File: src/design/stack_monitor_regs.svh
// Constants for the stack monitor command link, both ends
`ifndef STACK_MONITOR_REGS_SVH
`define STACK_MONITOR_REGS_SVH

// Whole command codes
`define WRITE_CONFIG_CMD 8'h01
`define READ_CONFIG_CMD 8'h02
`define READ_CELL_VOLTS_CMD 8'h04
`define READ_FLAGS_CMD 8'h06
`define READ_TEMPS_CMD 8'h08
`define POLL_CONV_STATUS_CMD 8'h40
`define POLL_IRQ_STATUS_CMD 8'h50

// Upper nibbles of the conversion families
`define START_CELL_CONV_CMD 4'h1
`define START_OPENWIRE_CONV_CMD 4'h2
`define START_TEMP_CONV_CMD 4'h3
`define START_CELL_CONV_DISCHARGE_CMD 4'h6
`define START_OPENWIRE_CONV_DISCHARGE_CMD 4'h7

// Lower nibble meanings
`define SEL_CELL11 4'hB
`define SEL_CELL12 4'hC
`define SEL_UNUSED 4'hD
`define SEL_SELF_TEST1 4'hE
`define SEL_SELF_TEST2 4'hF
`define SEL_TEMP_LAST 4'h3
`define SELF_TEST1_VALUE 12'h555
`define SELF_TEST2_VALUE 12'hAAA

// Group lengths in bytes
`define CFG_BYTES 5'd6
`define CV_BYTES 5'd18
`define CV_BYTES_TEN 5'd15
`define FLG_BYTES 5'd3
`define TMP_BYTES 5'd5

// Configuration byte 0 fields
`define CFG0_WATCHDOG 7
`define CFG0_GPIO_TWO 6
`define CFG0_GPIO_ONE 5
`define CFG0_LEVEL_POLL 4
`define CFG0_TEN_CELL 3
`define CFG0_DUTY_MSB 2
`define CFG0_RESET 8'h60
`define CFG_OTHER_RESET 8'h00

// CRC generator x^8+x^2+x+1 without the top term
`define CRC_POLY 8'h07
`define CRC_INIT 8'h00

// Timing
`define CLK_PERIOD_NS 40
`define LINK_PERIOD_NS 320
`define LINK_HALF_CYC (`LINK_PERIOD_NS / `CLK_PERIOD_NS / 2)
`define TOGGLE_HALF_US 500
`define TOGGLE_HALF_CYC (`TOGGLE_HALF_US * 1000 / `CLK_PERIOD_NS)

// Host register map
`define HOST_CMD_ADDR 8'h00
`define HOST_STATUS_ADDR 8'h04
`define HOST_STOP_ADDR 8'h08
`define HOST_BUF_BASE 2'b01

`endif

File: src/design/stack_monitor_pkg.sv
// Types for the two ends of the stack monitor link
package stack_monitor_pkg;
	// Which conversion a start command asks for
	typedef enum logic [1:0] {conv_cell, conv_openwire, conv_temp} conv_family_t;
	// Which group a read returns
	typedef enum logic [1:0] {grp_cfg, grp_cv, grp_flg, grp_tmp} rd_group_t;
	// Host link sequencer
	typedef enum logic [2:0] {
		h_idle, h_lead, h_low, h_high, h_tail, h_hold
	} host_state_t;
endpackage

File: src/design/stack_link_if.sv
// Serial link between host and stack monitor
`timescale 1ns/100ps
interface stack_link_if;
	logic chip_select_n; // Active-low select, host driven
	logic sck; // Serial clock, idles high
	logic sdi; // Host to device data
	logic sdo; // Device to host data
	modport device (input chip_select_n, input sck, input sdi, output sdo);
	modport host (output chip_select_n, output sck, output sdi, input sdo);
endinterface

File: src/design/crc8_step.sv
// One serial step of the packet error code CRC
`timescale 1ns/100ps
`include "stack_monitor_regs.svh"
module crc8_step (
	input wire logic [7:0] crc_in, // Running value
	input wire logic bit_in, // Next data bit
	output logic [7:0] crc_out // Updated value
);
	logic fb; // Feedback term
	// Shift left, fold polynomial when feedback set
	always_comb begin
		fb = crc_in[7] ^ bit_in;
		crc_out = {crc_in[6:0], 1'b0} ^ (fb ? `CRC_POLY : 8'h00);
	end
endmodule

File: src/design/monitor_device.sv
// Stack monitor end: command decoder, register groups, serial port
`timescale 1ns/100ps
`include "stack_monitor_regs.svh"
module monitor_device #(
	parameter int TOGGLE_HALF = `TOGGLE_HALF_CYC, // Poll toggle half period
	parameter logic [7:0] PEC_INIT = `CRC_INIT // CRC start value
) (
	input wire logic clk_in, // System clock
	input wire logic srst_in, // Sync reset, high
	stack_link_if.device link, // Serial link
	input wire logic result_wr_in, // Load one result
	input wire logic [3:0] result_idx_in, // 0-11 cells, 12-14 temps
	input wire logic [11:0] result_val_in, // Result value
	input wire logic [23:0] flag_bytes_in, // Flag group, byte 0 low
	input wire logic [3:0] temp_status_in, // Upper nibble temp byte 4
	input wire logic adc_busy_in, // Conversion running
	input wire logic ov_uv_irq_in, // Voltage fault present
	output logic conv_start_out, // Start pulse
	output stack_monitor_pkg::conv_family_t conv_family_out, // Kind
	output logic [3:0] conv_select_out, // 0 all, else input N
	output logic discharge_ok_out, // Discharge permitted
	output logic config_load_out, // Config committed pulse
	output logic [47:0] config_out // Config bytes, byte 0 low
);
	localparam int TW = $clog2(TOGGLE_HALF + 1); // Toggle counter width

	logic [2:0] sck_s, cs_s; // Synchronisers plus edge stage
	logic [1:0] sdi_s; // Data synchroniser
	logic sck_rise, sck_fall, cs_act, cs_rise; // Link events
	logic [2:0] rx_cnt_r; // Received bit count
	logic [7:0] rx_sh_r; // Receive shifter
	logic [7:0] rx_byte; // Byte just completed
	logic byte_done, cmd_go; // Byte and command strobes
	logic cmd_seen_r; // Command byte taken
	logic wr_mode_r; // Config write in progress
	logic [2:0] wr_cnt_r; // Data bytes taken
	logic [7:0] wbuf_r [6]; // Pending config bytes
	logic [7:0] cfg_r [6]; // Configuration group
	logic [11:0] res_r [15]; // Cell and temp results
	logic rd_mode_r; // Group read in progress
	stack_monitor_pkg::rd_group_t rd_group_r; // Group being read
	logic [7:0] tx_sh_r; // Transmit shifter
	logic [2:0] tx_cnt_r; // Transmitted bit count
	logic [4:0] tx_idx_r; // Next byte to load
	logic [7:0] crc_r, crc_nxt; // Packet error code
	logic poll_r, poll_irq_r; // Polling and its kind
	logic [TW-1:0] tog_cnt_r; // Toggle divider
	logic toggle_r; // Idle toggle level
	logic sdo_r; // Serial out flop
	logic ten_cell; // Ten-cell mode bit
	// Decoder outputs
	logic d_wr, d_rd, d_poll, d_pirq, d_start, d_dis, d_test, d_ttemp;
	logic [11:0] d_pat; // Self-test pattern
	stack_monitor_pkg::rd_group_t d_group;
	stack_monitor_pkg::conv_family_t d_fam;
	logic [3:0] hi, lo; // Command nibbles
	// Read byte source
	stack_monitor_pkg::rd_group_t g_sel;
	logic [4:0] b_sel, g_len;
	logic [7:0] g_byte;

	// Pack two 12-bit values into three bytes
	function automatic logic [7:0] pack3(input logic [11:0] a,
			input logic [11:0] b, input int r);
		if (r == 0) begin
			return a[7:0];
		end else if (r == 1) begin
			return {b[3:0], a[11:8]};
		end
		return b[11:4];
	endfunction

	// Synchronise link pins, keep one stage for edges
	always_ff @(posedge clk_in) begin
		sck_s <= {sck_s[1:0], link.sck};
		cs_s <= {cs_s[1:0], link.chip_select_n};
		sdi_s <= {sdi_s[0], link.sdi};
	end

	assign sck_rise = sck_s[1] & ~sck_s[2];
	assign sck_fall = ~sck_s[1] & sck_s[2];
	assign cs_act = ~cs_s[1];
	assign cs_rise = cs_s[1] & ~cs_s[2];
	assign rx_byte = {rx_sh_r[6:0], sdi_s[1]};
	assign byte_done = sck_rise & cs_act & ~poll_r & (rx_cnt_r == 3'd7);
	assign cmd_go = byte_done & ~cmd_seen_r;
	assign ten_cell = cfg_r[0][`CFG0_TEN_CELL];

	// Receive shifter, MSB first, sampled on rising clock
	always_ff @(posedge clk_in) begin
		if (srst_in || !cs_act) begin
			rx_cnt_r <= 3'd0;
			rx_sh_r <= 8'h00;
			cmd_seen_r <= 1'b0;
		end else if (sck_rise && !poll_r) begin
			rx_sh_r <= rx_byte;
			rx_cnt_r <= rx_cnt_r + 3'd1;
			if (rx_cnt_r == 3'd7) begin
				cmd_seen_r <= 1'b1;
			end
		end
	end

	// Command decoder
	always_comb begin
		hi = rx_byte[7:4];
		lo = rx_byte[3:0];
		d_wr = 1'b0;
		d_rd = 1'b0;
		d_group = stack_monitor_pkg::grp_cfg;
		d_poll = 1'b0;
		d_pirq = 1'b0;
		d_start = 1'b0;
		d_fam = stack_monitor_pkg::conv_cell;
		d_dis = hi[2];
		d_test = 1'b0;
		d_ttemp = 1'b0;
		d_pat = lo[0] ? `SELF_TEST2_VALUE : `SELF_TEST1_VALUE;
		if (rx_byte == `WRITE_CONFIG_CMD) begin
			d_wr = 1'b1;
		end else if (rx_byte == `READ_CONFIG_CMD) begin
			d_rd = 1'b1;
		end else if (rx_byte == `READ_CELL_VOLTS_CMD) begin
			d_rd = 1'b1;
			d_group = stack_monitor_pkg::grp_cv;
		end else if (rx_byte == `READ_FLAGS_CMD) begin
			d_rd = 1'b1;
			d_group = stack_monitor_pkg::grp_flg;
		end else if (rx_byte == `READ_TEMPS_CMD) begin
			d_rd = 1'b1;
			d_group = stack_monitor_pkg::grp_tmp;
		end else if (rx_byte == `POLL_CONV_STATUS_CMD) begin
			d_poll = 1'b1;
		end else if (rx_byte == `POLL_IRQ_STATUS_CMD) begin
			d_poll = 1'b1;
			d_pirq = 1'b1;
		end else if (hi == `START_CELL_CONV_CMD ||
				hi == `START_OPENWIRE_CONV_CMD ||
				hi == `START_CELL_CONV_DISCHARGE_CMD ||
				hi == `START_OPENWIRE_CONV_DISCHARGE_CMD) begin
			// Cell and open-wire families share nibble meaning
			if (hi == `START_OPENWIRE_CONV_CMD ||
					hi == `START_OPENWIRE_CONV_DISCHARGE_CMD) begin
				d_fam = stack_monitor_pkg::conv_openwire;
			end
			if (lo == `SEL_SELF_TEST1 || lo == `SEL_SELF_TEST2) begin
				d_test = 1'b1;
				d_poll = 1'b1;
			end else if (lo == `SEL_UNUSED) begin
				d_poll = 1'b0;
			end else if ((lo == `SEL_CELL11 || lo == `SEL_CELL12) &&
					ten_cell) begin
				d_poll = 1'b0;
			end else begin
				d_start = 1'b1;
				d_poll = 1'b1;
			end
		end else if (hi == `START_TEMP_CONV_CMD) begin
			d_fam = stack_monitor_pkg::conv_temp;
			if (lo <= `SEL_TEMP_LAST) begin
				d_start = 1'b1;
				d_poll = 1'b1;
			end else if (lo == `SEL_SELF_TEST1 ||
					lo == `SEL_SELF_TEST2) begin
				d_test = 1'b1;
				d_ttemp = 1'b1;
				d_poll = 1'b1;
			end
		end
	end

	// Conversion request outputs
	always_ff @(posedge clk_in) begin
		if (srst_in) begin
			conv_start_out <= 1'b0;
			conv_family_out <= stack_monitor_pkg::conv_cell;
			conv_select_out <= 4'h0;
			discharge_ok_out <= 1'b0;
		end else begin
			conv_start_out <= cmd_go & d_start;
			if (cmd_go && d_start) begin
				conv_family_out <= d_fam;
				conv_select_out <= lo;
				discharge_ok_out <= d_dis &
					(d_fam != stack_monitor_pkg::conv_temp);
			end
		end
	end

	// Result store; self test overwrites a whole family
	always_ff @(posedge clk_in) begin
		for (int i = 0; i < 15; i++) begin
			if (srst_in) begin
				res_r[i] <= 12'h000;
			end else if (cmd_go && d_test && ((i >= 12) == d_ttemp)) begin
				res_r[i] <= d_pat;
			end else if (result_wr_in && result_idx_in == 4'(i)) begin
				res_r[i] <= result_val_in;
			end
		end
	end

	// Config write: buffer data bytes, commit at select release
	always_ff @(posedge clk_in) begin
		if (srst_in) begin
			wr_mode_r <= 1'b0;
			wr_cnt_r <= 3'd0;
			config_load_out <= 1'b0;
			cfg_r[0] <= `CFG0_RESET;
			for (int i = 0; i < 6; i++) begin
				wbuf_r[i] <= `CFG_OTHER_RESET;
				if (i > 0) begin
					cfg_r[i] <= `CFG_OTHER_RESET;
				end
			end
		end else begin
			config_load_out <= 1'b0;
			if (cs_rise && wr_mode_r && wr_cnt_r == 3'(`CFG_BYTES)) begin
				for (int i = 0; i < 6; i++) begin
					cfg_r[i] <= wbuf_r[i];
				end
				config_load_out <= 1'b1;
			end
			if (!cs_act) begin
				wr_mode_r <= 1'b0;
				wr_cnt_r <= 3'd0;
			end else if (cmd_go) begin
				wr_mode_r <= d_wr;
			end else if (byte_done && wr_mode_r &&
					wr_cnt_r < 3'(`CFG_BYTES)) begin
				wbuf_r[wr_cnt_r] <= rx_byte;
				wr_cnt_r <= wr_cnt_r + 3'd1;
			end
		end
	end

	// Byte source for reads
	always_comb begin
		int p;
		int r;
		p = 0;
		r = 0;
		g_sel = cmd_go ? d_group : rd_group_r;
		b_sel = cmd_go ? 5'd0 : tx_idx_r;
		p = int'(b_sel) / 3;
		r = int'(b_sel) % 3;
		if (p > 5) begin
			p = 5;
		end
		g_byte = 8'h00;
		g_len = `CFG_BYTES;
		case (g_sel)
			stack_monitor_pkg::grp_cfg: begin
				if (b_sel < `CFG_BYTES) begin
					g_byte = cfg_r[b_sel[2:0]];
				end
			end
			stack_monitor_pkg::grp_cv: begin
				g_len = ten_cell ? `CV_BYTES_TEN : `CV_BYTES;
				g_byte = pack3(res_r[2 * p], res_r[2 * p + 1], r);
			end
			stack_monitor_pkg::grp_flg: begin
				g_len = `FLG_BYTES;
				if (b_sel < `FLG_BYTES) begin
					g_byte = flag_bytes_in[8 * b_sel[1:0] +: 8];
				end
				if (b_sel == 5'd2 && ten_cell) begin
					g_byte[7:4] = 4'h0; // Cells 11, 12 flags held low
				end
			end
			default: begin
				g_len = `TMP_BYTES;
				if (b_sel < 5'd3) begin
					g_byte = pack3(res_r[12], res_r[13], r);
				end else if (b_sel == 5'd3) begin
					g_byte = res_r[14][7:0];
				end else begin
					g_byte = {temp_status_in, res_r[14][11:8]};
				end
			end
		endcase
	end

	crc8_step u_crc (
		.crc_in(crc_r),
		.bit_in(tx_sh_r[7]),
		.crc_out(crc_nxt)
	);

	// Read shifter: bit changes on falling clock, then CRC, then zeros
	always_ff @(posedge clk_in) begin
		if (srst_in || !cs_act) begin
			rd_mode_r <= 1'b0;
			rd_group_r <= stack_monitor_pkg::grp_cfg;
			tx_sh_r <= 8'h00;
			tx_cnt_r <= 3'd0;
			tx_idx_r <= 5'd0;
			crc_r <= PEC_INIT;
		end else if (cmd_go) begin
			rd_mode_r <= d_rd;
			rd_group_r <= d_group;
			tx_sh_r <= g_byte;
			tx_cnt_r <= 3'd0;
			tx_idx_r <= 5'd1;
			crc_r <= PEC_INIT;
		end else if (sck_fall && rd_mode_r) begin
			tx_cnt_r <= tx_cnt_r + 3'd1;
			if (tx_idx_r <= g_len) begin
				crc_r <= crc_nxt;
			end
			if (tx_cnt_r != 3'd7) begin
				tx_sh_r <= {tx_sh_r[6:0], 1'b0};
			end else if (tx_idx_r < g_len) begin
				tx_sh_r <= g_byte;
			end else if (tx_idx_r == g_len) begin
				tx_sh_r <= crc_nxt;
			end else begin
				tx_sh_r <= 8'h00;
			end
			if (tx_cnt_r == 3'd7 && tx_idx_r <= g_len) begin
				tx_idx_r <= tx_idx_r + 5'd1;
			end
		end
	end

	// Polling mode, left when select goes high
	always_ff @(posedge clk_in) begin
		if (srst_in || !cs_act) begin
			poll_r <= 1'b0;
			poll_irq_r <= 1'b0;
		end else if (cmd_go && d_poll) begin
			poll_r <= 1'b1;
			poll_irq_r <= d_pirq;
		end
	end

	// Free running toggle for toggle polling
	always_ff @(posedge clk_in) begin
		if (srst_in) begin
			tog_cnt_r <= '0;
			toggle_r <= 1'b1;
		end else if (tog_cnt_r == TW'(TOGGLE_HALF - 1)) begin
			tog_cnt_r <= '0;
			toggle_r <= ~toggle_r;
		end else begin
			tog_cnt_r <= tog_cnt_r + 1'b1;
		end
	end

	// Serial output: poll state, read bits, high while deselected, else held
	always_ff @(posedge clk_in) begin
		if (srst_in || !cs_act) begin
			sdo_r <= 1'b1;
		end else if (poll_r) begin
			if (poll_irq_r ? ov_uv_irq_in : adc_busy_in) begin
				sdo_r <= 1'b0;
			end else begin
				sdo_r <= cfg_r[0][`CFG0_LEVEL_POLL] | toggle_r;
			end
		end else if (sck_fall && rd_mode_r) begin
			sdo_r <= tx_sh_r[7];
		end
	end

	assign link.sdo = sdo_r;
	assign config_out = {cfg_r[5], cfg_r[4], cfg_r[3],
		cfg_r[2], cfg_r[1], cfg_r[0]};
endmodule

File: src/flat_wrapper.sv
// flat-port wrapper written by rule: the top's interface ports become plain ports
module monitor_device_flat 
#(
	parameter int TOGGLE_HALF = `TOGGLE_HALF_CYC,                           
	parameter logic [7:0] PEC_INIT = `CRC_INIT                   
)
  (clk_in, srst_in, result_wr_in, result_idx_in, result_val_in, flag_bytes_in, temp_status_in, adc_busy_in, ov_uv_irq_in, conv_start_out, conv_family_out, conv_select_out, discharge_ok_out, config_load_out, config_out, link_chip_select_n, link_sck, link_sdi, link_sdo);
  stack_link_if link_i ();
  input wire logic clk_in;
  input wire logic srst_in;
  input wire logic result_wr_in;
  input wire logic [3:0] result_idx_in;
  input wire logic [11:0] result_val_in;
  input wire logic [23:0] flag_bytes_in;
  input wire logic [3:0] temp_status_in;
  input wire logic adc_busy_in;
  input wire logic ov_uv_irq_in;
  output logic conv_start_out;
  output stack_monitor_pkg::conv_family_t conv_family_out;
  output logic [3:0] conv_select_out;
  output logic discharge_ok_out;
  output logic config_load_out;
  output logic [47:0] config_out;
  input wire logic [$bits(link_i.chip_select_n)-1:0] link_chip_select_n;
  input wire logic [$bits(link_i.sck)-1:0] link_sck;
  input wire logic [$bits(link_i.sdi)-1:0] link_sdi;
  output wire logic [$bits(link_i.sdo)-1:0] link_sdo;
  assign link_i.chip_select_n = link_chip_select_n;
  assign link_i.sck = link_sck;
  assign link_i.sdi = link_sdi;
  assign link_sdo = link_i.sdo;
  monitor_device #(.TOGGLE_HALF(TOGGLE_HALF), .PEC_INIT(PEC_INIT)) u_core (.clk_in(clk_in), .srst_in(srst_in), .link(link_i), .result_wr_in(result_wr_in), .result_idx_in(result_idx_in), .result_val_in(result_val_in), .flag_bytes_in(flag_bytes_in), .temp_status_in(temp_status_in), .adc_busy_in(adc_busy_in), .ov_uv_irq_in(ov_uv_irq_in), .conv_start_out(conv_start_out), .conv_family_out(conv_family_out), .conv_select_out(conv_select_out), .discharge_ok_out(discharge_ok_out), .config_load_out(config_load_out), .config_out(config_out));
endmodule
File: config.mk
export PLATFORM = sky130hd
export DESIGN_NAME = monitor_device_flat
export DESIGN_NICKNAME = d
export VERILOG_FILES = /design/src/design/stack_monitor_pkg.sv /design/src/design/stack_link_if.sv /design/src/design/crc8_step.sv /design/src/design/monitor_device.sv /design/src/flat_wrapper.sv
export VERILOG_INCLUDE_DIRS = /design/src /design/src/design
export SDC_FILE = /design/constraint.sdc
export NUM_CORES = 1
export LEC_CHECK = 0
export BUFFER_PORTS_ARGS = -buffer_cell sky130_fd_sc_hd__buf_2
export CORE_MARGIN = 10
export CORE_UTILIZATION = 55
export DETAILED_ROUTE_END_ITERATION = 7
export PLACE_DENSITY = 0.76
export SLEW_MARGIN = 5
export SYNTH_ARGS = -nofsm -noshare
export SYNTH_HDL_FRONTEND = slang
export SYNTH_SLANG_ARGS = --single-unit
File: constraint.sdc
create_clock -name clk_in -period 5.61 [get_ports clk_in]
set_input_delay 1.122 -clock clk_in [delete_from_list [all_inputs] [get_ports clk_in]]
set_output_delay 1.122 -clock clk_in [all_outputs]
set_load 0.02 [all_outputs]
==> impl_metrics.env <==
export IMPL_drv_slew=0
export IMPL_firstDrtPassIters=6
export IMPL_hold_viol=0
export IMPL_cts_tree="yes"
export IMPL_boundaryPins=110
export IMPL_overflow=0
export IMPL_via_per_inst=6.25
export IMPL_drive_gt1_frac=0.135
export IMPL_syn_area_per_cell_um2=9.79
export IMPL_min_path_type="register to register"
export IMPL_powerDensity_nw_per_um2=283
export IMPL_drtIter0Drc=1962
export IMPL_multiInputGateArea_um2=7220
export IMPL_regArea_um2=9830
export IMPL_yosysUniqueCellTypes=88
export IMPL_synth_seq_area_share=0.557
export IMPL_crit_path_start_kind="register"
export IMPL_synth_edf_count=276
export IMPL_setup_viol=0
export IMPL_routed_wl_mm=50.5
export IMPL_setup_reg_to_reg_worst_slack_ns=0.38
export IMPL_cts_sink_count=353
export IMPL_yosys_warnings=0
export IMPL_crit_end="u_core.tx_sh_r[3]"
export IMPL_clk_latency_ns=0.53
export IMPL_synth_nets=1869
export IMPL_htree_levels=2
export IMPL_dieArea_um2=39600
export IMPL_status="complete, no violations"
export IMPL_timing_rr_start="u_core.rx_cnt_r[0]"
export IMPL_grt_pass1_vias=13300
export IMPL_clock_fmax_mhz=191
export IMPL_cts_made_buffers=37
export IMPL_grt_max_degree=73
export IMPL_fp_dieH_um=199
export IMPL_cp_data_required_time_ns=6.02
export IMPL_core_rowCount=65
export IMPL_fin_crit_ns=5.23
export IMPL_holdBufCountCts=0
export IMPL_path_class="register to register"
export IMPL_timing_rr_end="u_core.tx_sh_r[3]"
export IMPL_fillers=2480
export IMPL_vdd_drop_max_uv=256
export IMPL_hold_slack_ns=0.326
export IMPL_fin_skew_ns=0.0221
export IMPL_track_usage=0.252
export IMPL_setup_tns_ns=0
export IMPL_fin_cells=2288
export IMPL_rsz0062_at_grt="no"
export IMPL_worstSetupStartpoint="u_core.rx_cnt_r[0]"
export IMPL_dp_final_hpwl_mm=35.3
export IMPL_drv_cap=0
export IMPL_yosys_register_bits=353
export IMPL_layout_common_cells="nand2_1 (490), edfxtp_1 (276), nor2_1 (137)"
export IMPL_syn_area_um2=17600
export IMPL_grt_antenna_before_repair=0
export IMPL_synthCells=1801
export IMPL_num_antenna_cells=0
export IMPL_post_place_cells=2220
export IMPL_worstPathMaxFanout=20
export IMPL_period_share=0.932
export IMPL_ys_async_sr_fraction=0
export IMPL_dpl_cell_area_um2=18500
export IMPL_ctsResizeCount=0
export IMPL_max_slew_worst_pin_slew_ns=1.19
export IMPL_cts_setup_buffers=0
export IMPL_path_clk_slew_ns=0.06
export IMPL_core_region_area_um2=31600
export IMPL_ctsLongestPathBuffers=3
export IMPL_grt_pass1_wl_mm=76.9
export IMPL_start_util=0.558
export IMPL_port_buffers=109
export IMPL_leakage_uw=0.00824
export IMPL_final_common_cell="nand2_1"
export IMPL_maxSlewHeadroom=0.209
export IMPL_die_w_um=199
export IMPL_final_area_um2=19700
export IMPL_syn_to_final_growth_pct=11.9
export IMPL_drtAntennaViolNets=0
export IMPL_reg2reg_depth=22
export IMPL_place_gp_congestion=0.943
export IMPL_wl_per_cell_um=22.1
export IMPL_nNetsFinal=1926
export IMPL_cts_root_buf="clkbuf_16"
export IMPL_via_count=14300
export IMPL_route_detailed_drc=0
export IMPL_crit_arrival_ns=5.64
export IMPL_endpoint_kind="register"
export IMPL_synthFlopType="edfxtp_1"
## worst min path at each step
| stage | to | start | slack [ns] | cells past startpoint |
|---|---|---|---|---|
| after global placement | u_core.sdi_s[1] | u_core.sdi_s[0] | 0.32 | 0 |
| after CTS | u_core.sdi_s[1] | u_core.sdi_s[0] | 0.33 | 0 |
| after global routing | u_core.sdi_s[1] | u_core.sdi_s[0] | 0.33 | 0 |
| final | u_core.sdi_s[1] | u_core.sdi_s[0] | 0.33 | 0 |
| after floorplan | u_core.cs_s[1] | u_core.cs_s[0] | 0.31 | 0 |
| after detailed placement | u_core.sdi_s[1] | u_core.sdi_s[0] | 0.31 | 0 |
## through the flow
step,util,power (µW),setup WS (ns)
after floorplan,-,3110,0.0626
after global placement,0.585,3220,0.441
after detailed placement,0.585,3220,0.294
after CTS,0.623,5590,0.234
after global routing,0.624,5720,0.00339
final,0.624,5580,0.379
## area by class of cell
type                    count  area share
clock inverters            20      0.0101
well taps                 402      0.0255
multi-input cells        1284       0.366
repair buffers            154      0.0451
flip-flops and latches    353       0.498
clock buffers              47      0.0499
inverters                  28     0.00533
## where the power goes
| group | switching (µW) | internal [µW] | total, µW | leakage, µW |
|---|---|---|---|---|
| Sequential | 40.4 | 2900 | 2940 | 0.00343 |
| Combinational | 166 | 63.3 | 229 | 0.00424 |
| Clock | 1010 | 1390 | 2400 | 0.000575 |
| Total | 1220 | 4360 | 5580 | 0.00824 |
## registers in the layout, indices dropped and copies added, names as in the netlist, 2 cells and up
register and flops:
u_core.cs_s 3, u_core.sdi_s 2, u_core.crc_r 8, u_core.res_r 180, u_core.tx_idx_r 5, u_core.rd_group_r 2, u_core.tx_sh_r 8, u_core.tx_cnt_r 3
u_core.cfg_r 48, u_core.wbuf_r 48, u_core.conv_family_out 2, u_core.conv_select_out 4, u_core.sck_s 3, u_core.tog_cnt_r 14, u_core.rx_sh_r 7, u_core.wr_cnt_r 3
u_core.rx_cnt_r 3
## cells in the mapped netlist, types with 9 or more instances
cell type | instances | area, µm²
a211oi_1 | 16 | 120
a21oi_1 | 65 | 325
a221oi_1 | 11 | 96.3
a31oi_1 | 37 | 231
and2_1 | 50 | 313
and3_1 | 11 | 68.8
buf_1 | 18 | 67.6
buf_2 | 20 | 100
clkbuf_1 | 97 | 364
dfxtp_1 | 77 | 1540
edfxtp_1 | 276 | 8290
ha_1 | 16 | 200
inv_1 | 26 | 97.6
mux2_2 | 9 | 101
mux2i_1 | 50 | 500
nand2_1 | 490 | 1840
nand2b_1 | 20 | 125
nand3_1 | 62 | 310
nor2_1 | 138 | 518
nor2b_1 | 17 | 106
nor3_1 | 28 | 140
o211ai_1 | 16 | 120
o21ai_0 | 40 | 200
or2_1 | 9 | 56.3
or2_2 | 9 | 56.3
xnor2_1 | 14 | 123
xor2_1 | 16 | 140
## logic make-up after synthesis
kind of cell,after synthesis,share of synthesized area
multiplexers,72,0.0475
buffers and inverters,165,0.0370
flip-flops,353,0.557
adder cells (fa/ha/maj),16,0.0113
AO/OA/AOI/OAI,277,0.107
XOR/XNOR,30,0.0149
AND/OR/NAND/NOR,888,0.225
## critical path: stages (launching register included)
cell      delay (ns)
dfxtp_1         0.35
ha_1            0.17
ha_1            0.19
or3b_1          0.39
or2_1           0.25
nand2_1         0.15
inv_2           0.07
ha_1            0.30
and3b_1         0.21
o211a_1         0.26
a21oi_1         0.17
and2_1          0.15
ha_1            0.28
inv_1           0.11
a22o_4          0.26
o211a_2         0.23
buf_4           0.22
o221ai_4        0.31
buf_8           0.25
mux2i_1         0.21
nand3_1         0.11
o2111a_1        0.19
o31a_1          0.28
## layer usage
layer	up-vias	wire length, µm	track usage
met3	121	6070	0.0518
li1	6458	-	-
met5	-	0	0
met1	6858	20000	0.349
met2	863	23000	0.386
met4	0	1430	0.0853
(Power assumes the default switching activity.)
